File: config.mk
export PLATFORM = sky130hd
export DESIGN_NAME = lps_top
export DESIGN_NICKNAME = d
export VERILOG_FILES = /design/src/hw/lps_pkg.sv /design/src/hw/lps_top.sv /design/src/hw/lps_slew.sv
export SDC_FILE = /design/constraint.sdc
export NUM_CORES = 1
export LEC_CHECK = 0
export BUFFER_PORTS_ARGS = -buffer_cell sky130_fd_sc_hd__buf_2
export CORE_MARGIN = 2
export CORE_UTILIZATION = 39
export CTS_BUF_LIST = sky130_fd_sc_hd__clkbuf_2
export DETAILED_ROUTE_END_ITERATION = 8
export GPL_TIMING_DRIVEN = 0
export PLACE_DENSITY_LB_ADDON = 0.15
export SYNTH_ARGS = -nofsm -noshare
export SYNTH_HDL_FRONTEND = slang
export SYNTH_SLANG_ARGS = --single-unit
File: constraint.sdc
create_clock -name clk_sys_i -period 4.4 [get_ports clk_sys_i]
set_input_delay 0.88 -clock clk_sys_i [delete_from_list [all_inputs] [get_ports clk_sys_i]]
set_output_delay 0.88 -clock clk_sys_i [all_outputs]
set_load 0.1 [all_outputs]
File: src/hw/lps_pkg.sv
// package for the laser pulse sequencer: timing, levels and phase codes
package lps_pkg;
  localparam int unsigned CLK_HZ = 50_000_000;
  // pulse repetition limits
  localparam int unsigned FREQ_MIN_HZ = 20_000;
  localparam int unsigned FREQ_MAX_HZ = 100_000;
  localparam int unsigned PERIOD_MAX_CYC = CLK_HZ / FREQ_MIN_HZ;
  localparam int unsigned PERIOD_MIN_CYC = CLK_HZ / FREQ_MAX_HZ;
  // gate opening (shot) time per pulse, in ns
  localparam int unsigned SHOT_NS = 400;
  localparam int unsigned SHOT_CYC = (SHOT_NS * (CLK_HZ / 1_000_000) + 999) / 1000;
  // suppression hold, least time, in us
  localparam int unsigned SUPPR_US = 450;
  localparam int unsigned SUPPR_CYC = SUPPR_US * (CLK_HZ / 1_000_000);
  // diode slew: full scale in about 150 us
  localparam int unsigned SLEW_US = 150;
  localparam int unsigned SLEW_CYC = SLEW_US * (CLK_HZ / 1_000_000);
  localparam int unsigned LVL_W = 8;
  localparam logic [7:0] LVL_FULL = 8'hff;
  localparam int unsigned STEP_CYC = SLEW_CYC / 255;
  // thermalization level, about 90 percent of full scale
  localparam logic [7:0] THERM_LVL_RST = 8'he6;
  localparam logic [15:0] PERIOD_RST = 16'h09c4;
  typedef enum logic [4:0] {
    LPS_IDLE   = 5'b00001,
    LPS_MARK   = 5'b00010,
    LPS_THERM  = 5'b00100,
    LPS_SUPPR  = 5'b01000,
    LPS_TRACE  = 5'b10000
  } lps_phase_t;
endpackage

File: src/hw/lps_top.sv
// laser pulse sequencer: marking, thermalization and first-pulse suppression
module lps_top
  import lps_pkg::*;
(
  input wire logic clk_sys_i,
  input wire logic rst_b_i,
  input wire logic auto_mode_i,
  input wire logic begin_engrave_in_i,
  input wire logic halt_engrave_in_i,
  input wire logic [7:0] mark_level_i,
  input wire logic [7:0] therm_level_i,
  input wire logic [15:0] pulse_period_i,
  output logic pulse_gate_mod_o,
  output logic emission_o,
  output logic [7:0] level_o,
  output logic [7:0] diode_current_o,
  output logic trace_o,
  output logic marking_o
);
  typedef struct packed {
    logic [1:0] beg_sync;
    logic [1:0] halt_sync;
    logic [1:0] auto_sync;
    lps_phase_t phase;
    logic [15:0] cnt;
    logic [15:0] period;
    logic gate;
    logic emis;
    logic [7:0] lvl;
    logic [7:0] cur;
  } lps_st_t;
  lps_st_t st_reg;
  lps_st_t st_next;
  logic [7:0] slew_target;
  logic [7:0] slew_cur;
  logic [15:0] per_clamped;

  // clamp requested period into the supported repetition band
  always_comb begin
    if (pulse_period_i < 16'(PERIOD_MIN_CYC)) begin
      per_clamped = 16'(PERIOD_MIN_CYC);
    end else if (pulse_period_i > 16'(PERIOD_MAX_CYC)) begin
      per_clamped = 16'(PERIOD_MAX_CYC);
    end else begin
      per_clamped = pulse_period_i;
    end
  end

  // diode target is zero whenever emission is off
  assign slew_target = st_reg.emis ? st_reg.lvl : 8'h00;

  lps_slew u_slew (
    .clk_sys_i(clk_sys_i),
    .rst_b_i(rst_b_i),
    .target_i(slew_target),
    .current_o(slew_cur)
  );

  // phase sequencer; begin, halt and mode inputs read only after both sync stages, level and period inputs read directly
  always_comb begin
    st_next = st_reg;
    st_next.beg_sync = {st_reg.beg_sync[0], begin_engrave_in_i};
    st_next.halt_sync = {st_reg.halt_sync[0], halt_engrave_in_i};
    st_next.auto_sync = {st_reg.auto_sync[0], auto_mode_i};
    st_next.cur = slew_cur;
    st_next.cnt = st_reg.cnt + 16'h0001;
    unique case (st_reg.phase)
      LPS_IDLE: begin
        st_next.gate = 1'b0;
        st_next.emis = 1'b0;
        st_next.lvl = 8'h00;
        if (!st_reg.auto_sync[1]) begin
          st_next.phase = LPS_TRACE;
        end else if (st_reg.beg_sync[1]) begin
          // crystal may be charged from an earlier run; suppress first
          st_next.phase = LPS_SUPPR;
          st_next.cnt = 16'h0000;
        end
      end
      LPS_MARK: begin
        st_next.emis = 1'b1;
        st_next.lvl = mark_level_i;
        if (st_reg.halt_sync[1] || !st_reg.auto_sync[1]) begin
          st_next.phase = LPS_THERM;
          st_next.gate = 1'b0;
          st_next.cnt = 16'h0000;
        end else begin
          // short gate opening at the start of every period
          if (st_reg.cnt >= st_reg.period - 16'h0001) begin
            st_next.cnt = 16'h0000;
            st_next.period = per_clamped;
          end
          st_next.gate = (st_next.cnt < 16'(SHOT_CYC));
        end
      end
      LPS_THERM: begin
        st_next.gate = 1'b0;
        st_next.emis = 1'b1;
        st_next.lvl = therm_level_i;
        if (!st_reg.auto_sync[1]) begin
          st_next.phase = LPS_TRACE;
          st_next.emis = 1'b0;
          st_next.lvl = 8'h00;
        end else if (st_reg.beg_sync[1] && !st_reg.halt_sync[1]) begin
          // cut pumping on this edge so the whole hold is dark, not one cycle short
          st_next.phase = LPS_SUPPR;
          st_next.cnt = 16'h0000;
          st_next.emis = 1'b0;
        end
      end
      LPS_SUPPR: begin
        st_next.gate = 1'b0;
        st_next.emis = 1'b0;
        if (!st_reg.auto_sync[1]) begin
          st_next.phase = LPS_TRACE;
        end else if (st_reg.cnt >= 16'(SUPPR_CYC - 1)) begin
          st_next.phase = LPS_MARK;
          st_next.period = per_clamped;
          st_next.cnt = 16'h0000;
          st_next.emis = 1'b1;
          st_next.gate = 1'b1;
          st_next.lvl = mark_level_i;
        end
      end
      LPS_TRACE: begin
        // outline preview only: no emission, begin and halt inputs ignored
        st_next.gate = 1'b0;
        st_next.emis = 1'b0;
        st_next.lvl = 8'h00;
        if (st_reg.auto_sync[1]) begin
          st_next.phase = LPS_IDLE;
        end
      end
      default: begin
        st_next.phase = LPS_IDLE;
        st_next.gate = 1'b0;
        st_next.emis = 1'b0;
      end
    endcase
  end

  // mode sync starts as automatic, so a release shows no false trace phase
  always_ff @(posedge clk_sys_i or negedge rst_b_i) begin
    if (!rst_b_i) begin
      st_reg <= '{beg_sync: 2'b00, halt_sync: 2'b00, auto_sync: 2'b11, phase: LPS_IDLE,
                  cnt: 16'h0000, period: PERIOD_RST, gate: 1'b0, emis: 1'b0,
                  lvl: 8'h00, cur: 8'h00};
    end else begin
      st_reg <= st_next;
    end
  end

  assign pulse_gate_mod_o = st_reg.gate;
  assign emission_o = st_reg.emis;
  assign level_o = st_reg.lvl;
  assign diode_current_o = st_reg.cur;
  // one-hot phase bits, so these come straight from the phase flops
  assign trace_o = st_reg.phase[4];
  assign marking_o = st_reg.phase[1];

  // helper: cycles spent with emission off before marking
  logic [15:0] off_cnt;
  always_ff @(posedge clk_sys_i or negedge rst_b_i) begin
    if (!rst_b_i) begin
      off_cnt <= 16'h0000;
    end else if (st_reg.emis) begin
      off_cnt <= 16'h0000;
    end else if (off_cnt != 16'hffff) begin
      off_cnt <= off_cnt + 16'h0001;
    end
  end

  suppr_hold_a: assert property (@(posedge clk_sys_i) disable iff (!rst_b_i)
    (st_reg.phase == LPS_SUPPR && st_next.phase == LPS_MARK) |-> off_cnt >= 16'(SUPPR_CYC - 1))
    else $error("marking started before suppression hold elapsed");
  therm_to_mark_a: assert property (@(posedge clk_sys_i) disable iff (!rst_b_i)
    (st_reg.phase == LPS_THERM) |=> st_reg.phase != LPS_MARK)
    else $error("marking entered straight from thermalization");
  therm_out_a: assert property (@(posedge clk_sys_i) disable iff (!rst_b_i)
    $past(st_reg.phase == LPS_THERM) && st_reg.phase == LPS_THERM |-> emission_o && !pulse_gate_mod_o)
    else $error("thermalization outputs wrong");
  emis_zero_a: assert property (@(posedge clk_sys_i) disable iff (!rst_b_i)
    !emission_o [*3] |=> diode_current_o <= $past(diode_current_o))
    else $error("diode current rose with emission off");
  halt_ends_a: assert property (@(posedge clk_sys_i) disable iff (!rst_b_i)
    (st_reg.phase == LPS_MARK && st_reg.halt_sync[1]) |=> st_reg.phase == LPS_THERM && !pulse_gate_mod_o)
    else $error("halt did not end marking");
  manual_quiet_a: assert property (@(posedge clk_sys_i) disable iff (!rst_b_i)
    trace_o |-> !emission_o && !pulse_gate_mod_o)
    else $error("emission in manual mode");
  period_band_a: assert property (@(posedge clk_sys_i) disable iff (!rst_b_i)
    marking_o |-> st_reg.period >= 16'(PERIOD_MIN_CYC) && st_reg.period <= 16'(PERIOD_MAX_CYC))
    else $error("pulse period out of band");
  begin_auto_a: assert property (@(posedge clk_sys_i) disable iff (!rst_b_i)
    (st_reg.phase == LPS_IDLE && st_reg.auto_sync[1] && st_reg.beg_sync[1]) |=> st_reg.phase == LPS_SUPPR)
    else $error("begin input ignored in automatic mode");
  mark_level_a: assert property (@(posedge clk_sys_i) disable iff (!rst_b_i)
    $past(marking_o) && marking_o |-> level_o == $past(mark_level_i))
    else $error("marking level not followed");
  suppr_dark_a: assert property (@(posedge clk_sys_i) disable iff (!rst_b_i)
    (st_reg.phase == LPS_SUPPR) |-> !emission_o && !pulse_gate_mod_o)
    else $error("emission or gate active during suppression");
  therm_level_a: assert property (@(posedge clk_sys_i) disable iff (!rst_b_i)
    $past(st_reg.phase == LPS_THERM) && st_reg.phase == LPS_THERM |-> level_o == $past(therm_level_i))
    else $error("thermalization level not followed");
  halt_wins_a: assert property (@(posedge clk_sys_i) disable iff (!rst_b_i)
    (st_reg.phase == LPS_THERM && st_reg.halt_sync[1]) |=> st_reg.phase != LPS_SUPPR)
    else $error("begin taken while halt still high");
  gate_mark_a: assert property (@(posedge clk_sys_i) disable iff (!rst_b_i)
    pulse_gate_mod_o |-> marking_o)
    else $error("gate open outside marking");
endmodule

File: src/hw/lps_slew.sv
// slew limiter: moves diode current one step per interval toward its target
module lps_slew
  import lps_pkg::*;
(
  input wire logic clk_sys_i,
  input wire logic rst_b_i,
  input wire logic [7:0] target_i,
  output logic [7:0] current_o
);
  typedef struct packed {
    logic [7:0] cur;
    logic [15:0] tick;
  } lps_slew_st_t;
  lps_slew_st_t st_reg;
  lps_slew_st_t st_next;

  // step only on tick, so full scale takes about the slew time
  always_comb begin
    st_next = st_reg;
    if (st_reg.tick >= 16'(STEP_CYC - 1)) begin
      st_next.tick = 16'h0000;
      if (target_i > st_reg.cur) begin
        st_next.cur = st_reg.cur + 8'h01;
      end else if (target_i < st_reg.cur) begin
        st_next.cur = st_reg.cur - 8'h01;
      end
    end else begin
      st_next.tick = st_reg.tick + 16'h0001;
    end
  end

  always_ff @(posedge clk_sys_i or negedge rst_b_i) begin
    if (!rst_b_i) begin
      st_reg <= '0;
    end else begin
      st_reg <= st_next;
    end
  end
  assign current_o = st_reg.cur;

  slew_step_a: assert property (@(posedge clk_sys_i) disable iff (!rst_b_i)
    (st_reg.cur != $past(st_reg.cur)) |-> $past(st_reg.tick) == 16'(STEP_CYC - 1))
    else $error("diode current moved off its step tick");
endmodule

Word-level counts from Yosys, hierarchy flattened
Index checks and enable logic that the tools add are counted.
{ "totals": {"word_cells": 82, "reg_bits": 85, "input_bits": 37} }
{ "op_classes": {"mux": 31, "order_cmp": 8, "n_reduce_logical": 12, "n_addsub": 5, "n_eq_ne": 14} }
{ "op_table": {"columns": ["operator", "n"], "rows": [
  ["16-bit 2-to-1 mux", 7],
  ["32-bit 2-to-1 mux", 3],
  ["16-bit one-hot mux with 4 select lines", 1],
  ["47-bit 2-to-1 mux", 1],
  ["21-bit 2-to-1 mux", 2],
  ["42-bit 2-to-1 mux", 1],
  ["16-bit by 1-bit adder with 16-bit output, second input constant", 2],
  ["8-bit 2-to-1 mux", 4],
  ["16-bit one-hot mux with 2 select lines", 1],
  ["8-bit one-hot mux with 4 select lines", 1],
  ["5-bit 2-to-1 mux", 5],
  ["5-bit one-hot mux with 5 select lines", 1],
  ["16-bit by 15-bit greater-or-equal comparator with 1-bit output, second input constant", 1],
  ["16-bit greater-or-equal comparator", 1],
  ["16-bit by 5-bit greater-or-equal comparator with 1-bit output, second input constant", 1],
  ["16-bit by 12-bit > comparator with 1-bit output, second input constant", 1],
  ["16-bit by 5-bit < comparator with 1-bit output, second input constant", 1],
  ["16-bit by 9-bit < comparator with 1-bit output, second input constant", 1],
  ["16-bit by 1-bit subtractor with 16-bit output, second input constant", 1],
  ["2-bit inequality test, second input constant", 6],
  ["5-bit AND reduction", 2],
  ["3-bit inequality test, second input constant", 3],
  ["8-bit by 1-bit adder with 8-bit output, second input constant", 1],
  ["8-bit > comparator", 1],
  ["17 further kinds", 21]
]} }

Logic depth before layout (Yosys ltp)
Gate-level depths: netlist of run 1.
{ "logic_depth": {"ltp_word": 9, "depth_mapped": 15, "depth_no_buf": 15} }

By module
A second synthesis of run 1 with hierarchy kept.
{ "hier_totals": {"cells_unflattened": 523, "area_unflattened_um2": 5220.0} }
{ "by_module_without_submodules": {"columns": ["mod", "cells_each", "n_inst", "seq_area_each_um2", "area_per_inst_um2"], "rows": [
  ["lps_top", 398, 1, 1536.5, 3868.7],
  ["lps_slew", 125, 1, 600.6, 1351.3]
]} }

Worst setup path before layout of run 1
Ideal clock, no wire load.
{ "synth_path": {"path_type": "flip-flop to flip-flop", "from": "reg st_reg (netlist bit emission_o)", "to": "reg u_slew.st_reg (netlist bit u_slew.current_o[7])", "setup_ns": 0.080, "path_slack_ns": 0.540, "period_less_slack_ns": 3.860, "path_stages_with_launch": 16, "required_time_ns": 4.320, "arrival_ns": 3.780, "cell_sequence": "dfrtp_1 and2_1 ha_1 nor2b_1 o211ai_1 a21oi_1 a2111oi_2 or2_2 ha_1 a21oi_1 o211ai_1 o21a_1 o21a_1 o21a_1 nor3_1 xnor2_1"} }
{ "synth_via": {"elab_chain_cells": 4, "word_cells_on_any_way": 6, "cone_classes": "order compare (2); mux (2); reduce/logical (2)"} }
{ "synth_rtl": {"columns": ["element", "line", "text"], "rows": [
  ["start: declaration", "lps_top.sv:32", "lps_st_t st_reg;"],
  ["start signal: assignment", "lps_top.sv:145", "st_reg <= '{beg_sync: 2'b00, halt_sync: 2'b00, auto_sync: 2'b11, phase: LPS_IDLE,"],
  ["start signal: assignment", "lps_top.sv:149", "st_reg <= st_next;"],
  ["8-bit 2-to-1 mux (*)", "lps_top.sv:50", "assign slew_target = st_reg.emis ? st_reg.lvl : 8'h00;"],
  ["8-bit < comparator or 8-bit > comparator (tied branches)", "lps_slew.sv:24, lps_slew.sv:22", null],
  ["2-bit nonzero test (no line)", null, null],
  ["2-bit AND reduction (no line)", null, null],
  ["end signal: assignment", "lps_slew.sv:36", "st_reg <= st_next;"],
  ["end: declaration", "lps_slew.sv:14", "lps_slew_st_t st_reg;"]
]} }
Every way passes the cells marked *; elsewhere a longest branch is shown, timed or not.
A chain may end at the register's enable or synchronous reset.

Final worst setup path of run 1
Ends and elaborated chain as after synthesis.

==> run metrics, run 1 <==
timing startpoint of the critical path emission_o; maximum fanout encountered on the critical timing path 9; number of vias in the routed layout 3,593; nature of the critical path endpoint register; area added between synthesis and finish 13.53%; die span in y 115.7 um; post-synthesis adder-cell area fraction 9.154%; number of enable-type register cells in the synthesized netlist 0; xor-xnor portion of the synthesized cell area 6.660%; final hold violation count 0; Worst setup endpoint u_slew.current_o[7]; final non-filler cell area 5524 um2; Synth Area in Compound Gates 12.81%; drt first-iter violations 134; average detailed-routed wire length per instance 12.71 um; global placement routability congestion 0.8299; Post-Synthesis Cell Area 4866 um2; Max clock buf depth 2; Pwr Total 1.572 mW; std cell rows 40; startpoint-to-endpoint class of the critical path register to register; hold slack final 0.1635 ns; outcome finished clean; NumNets Final 636; Max rail drop VDD 0.2110 mV; Total Neg Setup Slack 0 ns; number of buffers inserted by hold repair at cts 0; half-perimeter wire length of the detailed placement result 7.157 mm; post-synthesis sequential area ratio 43.92%; Routed WL 9.369 mm; endpoint of the worst register-to-register path u_slew.current_o[7]; Antenna Violating Nets Remaining 0; CTS HTree Levels 3; max FFs per register 38; Post-Synthesis Cells 486; die footprint 13,390 um2; most used cells in the layout excluding fill and tap cells sky130_fd_sc_hd__dfrtp_1 (77), sky130_fd_sc_hd__buf_2 (56), sky130_fd_sc_hd__nor2_1 (45); max-cap violation count 0; final clock skew 0.03990 ns; proportion of synthesized flip-flops having asynchronous set or reset 100.0%; cell count after placement 721; maximum achievable frequency 0.2691 GHz; register-to-register path setup slack 0.68 ns; Root Driver sky130_fd_sc_hd__clkbuf_2; area of the core 12,110 um2; Place WS 0.7129 ns; count of non-filler cells in the finished layout 737; global-route wire length before repair 15.81 mm; min Tclk post-route 3.716 ns; number of I/O pins 57; transition time at the pin with the least slew margin 0.6632 ns; number of gates given a new drive strength after cts 0; Port Buffer Count 56; GRT Overall Usage 15.29%; number of CTS-inserted buffers 9; first-pass iteration count of the detailed router 4; placed cell areas 5424 um2; total number of clock tree sinks 85; min-delay worst type input port to async pin; Post-route DRC 0; share of post-route cells with drive strength above 1 20.91%; number of antenna violations at the first check in global routing 0; path depth of the worst reg2reg path 15; simple logic cell fraction of the synthesized area 17.82%; number of global-route vias before repair 3,440; crit path setup slack, layout 0.6837 ns; share of the clock period used by the worst path 84.46%; Primary FF master, synth sky130_fd_sc_hd__dfrtp_1; commonest non-fill, non-tap cell in the layout sky130_fd_sc_hd__dfrtp_1; startpoint of the lowest-slack register-to-register path emission_o; source-to-sink clock delay at the later pin of the worst-skew pair 0.61 ns; data required time of the worst path 4.95 ns; mean instance size in the synthesized netlist 10.01 um2; launching element type of the critical path register; number of distinct library cell variants in the gate-level netlist after synthesis 62; total of flip-flops plus latches after synthesis 85; Final Util 45.61%; total grt overflow 0; Diodes inserted 0; RSZ-0062 raised after global routing no; largest net degree at the start of global routing 53; number of setup buffers added after CTS 0; final setup violation count 0; count of warnings emitted by yosys 0; Max transition margin 55.71%; Pwr per Cell Area 284.5 nW/um2; CTS tree yes; share of cell area taken by muxes after synthesis 3.446%; starting utilization of the core area 40.18%; Static Leak 2.690 nW; main combinational cell family by area after synthesis simple AND/OR/NAND/NOR gates; number of slew-limit violations in the final report 0; number of vias per cell 4.875; Die Width 115.7 um; arrival time worst endpoint 4.27 ns; clock-pin slew on the worst setup and hold paths 0.26 ns
[critical path: stages, from the launching register on]
cell	delay (ns)
sky130_fd_sc_hd__dfrtp_1	0.50
sky130_fd_sc_hd__and2_1	0.18
sky130_fd_sc_hd__ha_1	0.29
sky130_fd_sc_hd__nor2b_1	0.13
sky130_fd_sc_hd__o211ai_1	0.16
sky130_fd_sc_hd__a21oi_1	0.11
sky130_fd_sc_hd__a2111oi_2	0.43
sky130_fd_sc_hd__or2_2	0.28
sky130_fd_sc_hd__ha_1	0.25
sky130_fd_sc_hd__a21oi_1	0.19
sky130_fd_sc_hd__o211ai_1	0.16
sky130_fd_sc_hd__o21a_1	0.21
sky130_fd_sc_hd__o21a_1	0.18
sky130_fd_sc_hd__o21a_1	0.16
sky130_fd_sc_hd__nor3_1	0.28
sky130_fd_sc_hd__xnor2_1	0.15
[logic make-up (layout without fill, tap and decap cells)]
logic type	Yosys count	count (layout)
and+or+nand+nor	173	173
DFF	85	85
AOI/OAI and AO/OA	79	79
buffers and inverters	60	133
xor gates and xnor gates	37	37
adders and majority gates	35	35
muxes	16	16
other	1	11
[how the worst min path moves through the flow]
stage | cells past startpoint | start | to
after floorplan | 0 | st_next[58] | st_reg[58]
after global placement | 0 | st_next[58] | st_reg[58]
after detailed placement | 0 | st_next[58] | st_reg[58]
after CTS | 1 | rst_b_i | u_slew.st_reg[5]
after global routing | 1 | rst_b_i | u_slew.st_reg[5]
final | 1 | rst_b_i | u_slew.st_reg[5]
[cell type report]
cell class	count	area (um2)
fillers	1220	6588
well taps	168	210.2
clock inverters	7	55.05
inverters	34	127.6
flip-flops and latches	85	2137
plain buffers	26	170.2
multi-input cells	351	2469
clock buffers	9	45.04
repair buffers	57	310.3
[power by group]
part	leakage [nW]	switching (mW)	internal, mW	total [mW]
clock	0.0646	0.295	0.0816	0.377
sequential	1.09	0.0446	0.824	0.869
combinational	1.53	0.217	0.109	0.326
[synthesized netlist by cell type, types with 2 or more instances]
| cell | instances | area (um2) |
|---|---|---|
| sky130_fd_sc_hd__a21o_1 | 8 | 60.06 |
| sky130_fd_sc_hd__a21oi_1 | 15 | 75.07 |
| sky130_fd_sc_hd__a221o_1 | 8 | 80.08 |
| sky130_fd_sc_hd__a31oi_1 | 3 | 18.77 |
| sky130_fd_sc_hd__and2_1 | 16 | 100.1 |
| sky130_fd_sc_hd__and3_1 | 7 | 43.79 |
| sky130_fd_sc_hd__buf_4 | 17 | 127.6 |
| sky130_fd_sc_hd__clkbuf_1 | 6 | 22.52 |
| sky130_fd_sc_hd__dfrtp_1 | 77 | 1927 |
| sky130_fd_sc_hd__dfstp_2 | 8 | 210.2 |
| sky130_fd_sc_hd__ha_1 | 34 | 425.4 |
| sky130_fd_sc_hd__inv_1 | 34 | 127.6 |
| sky130_fd_sc_hd__mux2_2 | 6 | 67.56 |
| sky130_fd_sc_hd__mux2i_1 | 10 | 100.1 |
| sky130_fd_sc_hd__nand2_1 | 33 | 123.9 |
| sky130_fd_sc_hd__nand2_2 | 2 | 12.51 |
| sky130_fd_sc_hd__nand2b_1 | 4 | 25.02 |
| sky130_fd_sc_hd__nand3_1 | 17 | 85.08 |
| sky130_fd_sc_hd__nand4_1 | 5 | 31.28 |
| sky130_fd_sc_hd__nand4b_1 | 2 | 17.52 |
| sky130_fd_sc_hd__nor2_1 | 45 | 168.9 |
| sky130_fd_sc_hd__nor2b_1 | 7 | 43.79 |
| sky130_fd_sc_hd__nor3_1 | 17 | 85.08 |
| sky130_fd_sc_hd__nor4_1 | 7 | 43.79 |
| sky130_fd_sc_hd__o211ai_1 | 4 | 30.03 |
| sky130_fd_sc_hd__o21a_1 | 5 | 37.54 |
| sky130_fd_sc_hd__o21ai_0 | 13 | 65.06 |
| sky130_fd_sc_hd__o311a_1 | 2 | 20.02 |
| sky130_fd_sc_hd__o31ai_1 | 3 | 22.52 |
| sky130_fd_sc_hd__or3_1 | 4 | 25.02 |
| sky130_fd_sc_hd__xnor2_1 | 25 | 219.0 |
| sky130_fd_sc_hd__xor2_1 | 12 | 105.1 |
[layer usage]
metal,wire length [um],vias to the layer above,track usage [%]
met3,371,8,5.649
met5,0,-,0
li1,-,1819,-
met4,116,0,3.810
met1,4373,1705,18.93
met2,4508,61,25.46
Note: power is estimated with default switching activity, not from simulation.
==> inputs of run 2 (changes only) <==
--- a/config.mk
+++ b/config.mk
@@ -5,6 +5,7 @@
 export SDC_FILE = /design/constraint.sdc
 export NUM_CORES = 1
 export LEC_CHECK = 0
+export ABC_AREA = 1
 export BUFFER_PORTS_ARGS = -buffer_cell sky130_fd_sc_hd__buf_2
 export CORE_MARGIN = 2
 export CORE_UTILIZATION = 39
==> constraint.sdc (replaced) <==
create_clock -name clk_sys_i -period 3.66 [get_ports clk_sys_i]
set_input_delay 0.732 -clock clk_sys_i [delete_from_list [all_inputs] [get_ports clk_sys_i]]
set_output_delay 0.732 -clock clk_sys_i [all_outputs]
set_load 0.1 [all_outputs]
==> run metrics, run 2 <==
outcome finished clean; most numerous cell types in the synthesized netlist sky130_fd_sc_hd__nand2_1 (189), sky130_fd_sc_hd__dfrtp_1 (77), sky130_fd_sc_hd__inv_1 (73); Antenna Violating Nets Remaining 0; final setup violation count 0; largest net degree at the start of global routing 63; area added between synthesis and finish 12.90%; library cell with the largest summed area after synthesis sky130_fd_sc_hd__dfrtp_1; most used cells in the layout excluding fill and tap cells sky130_fd_sc_hd__nand2_1 (189), sky130_fd_sc_hd__dfrtp_1 (77), sky130_fd_sc_hd__inv_1 (73); data required time of the worst path 4.13 ns; final clock skew 0.02659 ns; min-delay worst type input port to register; source-to-sink clock delay at the later pin of the worst-skew pair 0.57 ns; leading post-synthesis cells by cell area sky130_fd_sc_hd__dfrtp_1 (38%), sky130_fd_sc_hd__nand2_1 (14%), sky130_fd_sc_hd__ha_1 (8.3%); commonest non-fill, non-tap cell in the layout sky130_fd_sc_hd__nand2_1; part of the power in the clock network 16.8%; number of vias per cell 4.613; startpoint-to-endpoint class of the critical path register to register; max-cap violation count 0; hold slack final 0.2322 ns; mean instance size in the synthesized netlist 7.969 um2; Post-Synthesis Cell Area 5100 um2; Routed WL 10.22 mm; Max clock buf depth 2; maximum achievable frequency 0.3215 GHz; number of distinct library cell variants in the gate-level netlist after synthesis 45; Post-Synthesis Cells 640; post-synthesis sequential area ratio 41.90%; GRT Overall Usage 15.68%; Port Buffer Count 56; Primary FF master, synth sky130_fd_sc_hd__dfrtp_1; maximum fanout encountered on the critical timing path 10; launching element type of the critical path register; number of enable-type register cells in the synthesized netlist 0; final hold violation count 0; most common cell in the synthesized netlist sky130_fd_sc_hd__nand2_1; average detailed-routed wire length per instance 11.40 um; number of CTS-inserted buffers 9; max FFs per register 38; area used by sequential logic in the layout 2137 um2; global placement routability congestion 0.8413; starting utilization of the core area 40.25%; number of slew-limit violations in the final report 0; cell with the biggest individual delay on the critical path sky130_fd_sc_hd__dfrtp_1; drt first-iter violations 137; Pwr per Cell Area 421.6 nW/um2; total number of clock tree sinks 85; Max transition margin 60.70%; final non-filler cell area 5758 um2; placed cell areas 5663 um2; half-perimeter wire length of the detailed placement result 7.944 mm; number of global-route vias before repair 4,064; die span in y 118.4 um; number of fillers in the final layout 1,327; CTS tree yes; Root Driver sky130_fd_sc_hd__clkbuf_2; Final Util 45.44%; clock-pin slew on the worst setup and hold paths 0.22 ns; Total Neg Setup Slack 0 ns; NumNets Final 791; transition time at the pin with the least slew margin 0.5873 ns; area of the core 12,670 um2; total grt overflow 0; share of the clock period used by the worst path 84.99%; proportion of synthesized flip-flops having asynchronous set or reset 100.0%; min Tclk post-route 3.110 ns; total of flip-flops plus latches after synthesis 85; std cell rows 41; area used by multi-input combinational logic 2515 um2; die footprint 14,010 um2; Max rail drop VDD 0.2334 mV; nature of the critical path endpoint register; Static Leak 3.060 nW; number of gates given a new drive strength after cts 0; number of vias in the routed layout 4,138; Yosys top cell area share 37.78%; CTS HTree Levels 3; number of setup buffers added after CTS 0; RSZ-0062 raised after global routing no; first-pass iteration count of the detailed router 4; number of buffers inserted by hold repair at cts 1; net switching component of the power 1.057 mW; combinational share of power 37.7%; global-route wire length before repair 17.98 mm; share of post-route cells with drive strength above 1 17.82%; Critical Path Max Stage Delay 0.44 ns; Seq pwr share 45.5%; number of antenna violations at the first check in global routing 1; Post-route DRC 0; internal power contribution 1.370 mW; Die Width 118.4 um; net switching share of the total power 43.54%; count of warnings emitted by yosys 0; crit path cell chain nor2_1 -> nand2_1 -> nor3_2 -> nand4_1 -> nor2_1 -> nand3_1 -> xor2_1 -> inv_1 -> ha_1 -> nand2_1 -> nor4b_1 -> nand2_1 -> nand2_1 -> nand2_1 -> nand2_4 -> inv_2 -> buf_6 -> nand2_1 -> nand2_1; number of I/O pins 57; most used cell, CP sky130_fd_sc_hd__nand2_1; arrival time worst endpoint 3.58 ns
run 2: cell types whose count changed in the layout (fill, tap and decap cells not counted), sizes merged, moves of 8 or more:
| cell | delta |
|---|---|
| a21oi | +19 |
| a221o | -8 |
| and2 | -16 |
| and3 | -8 |
| inv | +42 |
| mux2i | -10 |
| nand2 | +160 |
| nand3 | +23 |
| nor2 | +12 |
| xnor2 | -14 |
run 2: worst max-delay path, delay by kind of cell, from the launching register on:
kind	cells	cell delay (ns)
DFF	1	0.44
buffers and inverters	3	0.28
and+or+nand+nor	14	1.89
adders and majority gates	1	0.29
xor gates and xnor gates	1	0.14
run 2: cell families (layout without fill, tap and decap cells):
logic type                 after synthesis  after routing  share of synthesized area [%]
and+or+nand+nor                        325            325                          28.29
buffers and inverters                  104            178                          9.519
DFF                                     85             85                          41.90
AOI/OAI and AO/OA                       65             65                          7.189
adders and majority gates               35             35                          8.734
xor gates and xnor gates                25             25                          4.293
other                                    1             12                        0.07353
run 2: power groups by stage:
stage	sequential [mW]	combinational, mW	clock (mW)
floorplan	1.14	0.706	0
global placement	1.12	0.913	0
detailed placement	1.12	0.924	0
CTS	1.11	0.925	0.440
global route	1.12	1.01	0.475
finish	1.11	0.914	0.408
run 2: final cells by class:
class	instances	area share [%]
antenna	1	0.04346
buffer	23	3.151
clock buffer	11	0.9561
clock inverter	5	0.4781
inverter	81	5.280
multi-input combinational	461	43.68
sequential	85	37.11
tap	172	3.738
timing repair buffer	58	5.563
run 2: per-stage QoR:
stage,std cells,power (mW),worst slack [ns]
2_1_floorplan,650,1.845,0.3414
6_report,897,2.427,0.5495
5_1_grt,897,2.602,0.1774
4_1_cts,896,2.473,0.5149
3_3_place_gp,878,2.035,0.5822
3_5_place_dp,879,2.047,0.5407
run 2: layer usage:
metal / vias up / track usage, % / share of wire, %
met4: 0 / 5.949 / 1.6
met5: - / 0 / 0
met2: 52 / 26.84 / 48
met3: 11 / 2.654 / 2.7
met1: 1901 / 19.74 / 48
li1: 2174 / - / -
run 2: path summary, 6_finish.rpt:
| kind | start | slack (ns) | cells past startpoint | end |
|---|---|---|---|---|
| worst min register to register | st_next[56] | 0.37 | 0 | st_reg[56] |
| worst max register to register | st_reg[19] | 0.55 | 19 | st_reg[21] |
| min in group asynchronous | rst_b_i | 0.56 | 2 | u_slew.current_o[3] |
| max in group asynchronous | rst_b_i | 2.42 | 3 | st_reg[50] |
| worst min-delay path | auto_mode_i | 0.23 | 1 | st_next[56] |
| worst max-delay path | st_reg[19] | 0.55 | 19 | st_reg[21] |
==> inputs of run 3 (changes only) <==
==> constraint.sdc (replaced) <==
create_clock -name clk_sys_i -period 3.1 [get_ports clk_sys_i]
set_input_delay 0.62 -clock clk_sys_i [delete_from_list [all_inputs] [get_ports clk_sys_i]]
set_output_delay 0.62 -clock clk_sys_i [all_outputs]
set_load 0.1 [all_outputs]
==> run metrics, run 3 (same netlist as run 2, synthesis figures left out) <==
GR met2 Demand/Resource 26.08%; maximum achievable frequency 0.3338 GHz; max FFs per register 38; outcome finished clean; nature of the critical path endpoint register; Post-route DRC 0; Routed WL 10.31 mm; area used by multi-input combinational logic 2603 um2; average detailed-routed wire length per instance 11.39 um; startpoint-to-endpoint class of the critical path register to register; transition time at the pin with the least slew margin 0.5585 ns; hold slack final 0.1082 ns; CTS HTree Levels 3; half-perimeter wire length of the detailed placement result 7.924 mm; number of antenna violations at the first check in global routing 1; max-cap violation count 0; share of post-route cells with drive strength above 1 21.31%; register-to-register path setup slack 0.10 ns; area used by sequential logic in the layout 2138 um2; most used cells in the layout excluding fill and tap cells sky130_fd_sc_hd__nand2_1 (182), sky130_fd_sc_hd__dfrtp_1 (76), sky130_fd_sc_hd__inv_1 (73); number of vias per cell 4.622; Root Driver sky130_fd_sc_hd__clkbuf_2; source-to-sink clock delay at the later pin of the worst-skew pair 0.60 ns; NumNets Final 799; crit path setup slack, layout 0.1041 ns; number of CTS-inserted buffers 9; startpoint of the lowest-slack register-to-register path st_reg[19]; global placement routability congestion 0.8941; maximum fanout encountered on the critical timing path 5; launching element type of the critical path register; number of fillers in the final layout 1,292; Antenna Violating Nets Remaining 0; cell with the biggest individual delay on the critical path sky130_fd_sc_hd__dfrtp_1; RSZ-0062 raised after global routing yes; clock-pin slew on the worst setup and hold paths 0.23 ns; global-route wire length before repair 17.40 mm; arrival time worst endpoint 3.52 ns; Hold Path Sink st_next[56]; die span in y 118.4 um; final setup violation count 0; total grt overflow 0; first-pass iteration count of the detailed router 4; number of vias in the routed layout 4,183; data required time of the worst path 3.62 ns; Max transition margin 62.63%; cell depth of the worst hold path 1; final hold violation count 0; Max rail drop VDD 0.4663 mV; GR Layer Usage met1 18.60%; share of the clock period used by the worst path 96.64%; Critical Path Max Stage Delay 0.45 ns; starting utilization of the core area 40.25%; endpoint of the worst register-to-register path st_reg[21]; Port Buffer Count 56; Pwr Total 3.139 mW; CTS tree yes; number of I/O pins 57; Pwr per Cell Area 523.9 nW/um2; commonest non-fill, non-tap cell in the layout sky130_fd_sc_hd__nand2_1; total number of clock tree sinks 85; die footprint 14,010 um2; number of global-route vias before repair 3,935; area of the core 12,670 um2; std cell rows 41; largest net degree at the start of global routing 60; min-delay worst type input port to register; path depth of the worst reg2reg path 19; area added between synthesis and finish 17.47%; origin of the worst min-delay path auto_mode_i; number of slew-limit violations in the final report 0; Max clock buf depth 2; crit path cell chain nor2_1 -> nand2_2 -> nor3_4 -> nand4_1 -> nor2_2 -> nand3_2 -> xor2_1 -> inv_1 -> ha_4 -> nand2_4 -> nor4b_2 -> nand2_1 -> nand2_2 -> nand2_2 -> nand2_4 -> inv_4 -> buf_2 -> nand2_1 -> nand2_1; global route hottest layer met2; Die Width 118.4 um; final clock skew 0.03775 ns; fraction of met3 tracks used by global routing 4.537%; min Tclk post-route 2.996 ns; Static Leak 3.182 nW; drt first-iter violations 154; Place WS -0.02304 ns; GRT Overall Usage 15.40%
[run 3: cell types whose count changed in the layout (fill, tap and decap cells not counted), sizes merged]
cell      before  now
bufinv         0    3
clkbuf        12   10
clkinvlp       2    1
buf           79   87
clkinv         5    3
inv           79   81
[run 3: what timing repair did]
item | in CTS | in global routing
endpoints found under the setup margin | 10 | 28
gates cloned | 0 | 1
hold buffers | 1 | 0
buffers inserted | 0 | 8
pin swaps | 0 | 10
gates resized for setup | 4 | 16
hold endpoints to repair | 26 | 0
[run 3: worst max-delay path by stage]
stage | startpoint | to | slack, ns | cells past startpoint
after global routing | st_reg[19] | st_reg[27] | -0.09 | 19
after detailed placement | emission_o | u_slew.current_o[7] | -0.02 | 17
after floorplan | emission_o | u_slew.current_o[7] | 0.04 | 17
after global placement | st_reg[19] | st_reg[27] | 0.01 | 19
after CTS | st_reg[18] | st_reg[27] | 0.003 | 19
final | st_reg[19] | st_reg[21] | 0.10 | 19
[run 3: layout make-up]
| type | count | area share, % |
|---|---|---|
| Timing Repair Buffer | 67 | 6.391 |
| Buffer | 22 | 2.966 |
| Inverter | 81 | 5.117 |
| Tap cell | 172 | 3.592 |
| Multi-Input combinational cell | 461 | 43.44 |
| Clock inverter | 7 | 2.005 |
| Clock buffer | 9 | 0.7519 |
| Antenna cell | 1 | 0.04177 |
| Sequential cell | 85 | 35.69 |
[run 3: metrics by stage]
step / TNS [ns] / utilization [%] / area, um2 / instances
after floorplan: 0 / - / 5139 / 650
after global placement: 0 / 44.47 / 5634 / 878
after detailed placement: -0.1107 / 44.70 / 5664 / 879
after CTS: 0 / 46.21 / 5856 / 896
after global routing: -0.6504 / 47.28 / 5991 / 905
final: 0 / 47.28 / 5991 / 905
[run 3: power by group]
| group | leakage [nW] | internal [mW] | switching, mW |
|---|---|---|---|
| sequential | 1.07 | 1.21 | 0.0929 |
| clock | 0.0929 | 0.351 | 0.401 |
| combinational | 2.02 | 0.302 | 0.780 |
[run 3: per-layer routing]
metal / up-vias / routed length, um
li1: 2197 / -
met1: 1928 / 4796
met2: 50 / 5095
met3: 8 / 310
met4: 0 / 108
met5: - / 0
[run 3: critical path: cells and delay by family, from the launching register on]
family / cells / cell delay (ns)
simple gates: 14 / 1.74
buf+inv: 3 / 0.32
xor+xnor: 1 / 0.15
fa+ha+maj: 1 / 0.29
flops: 1 / 0.45
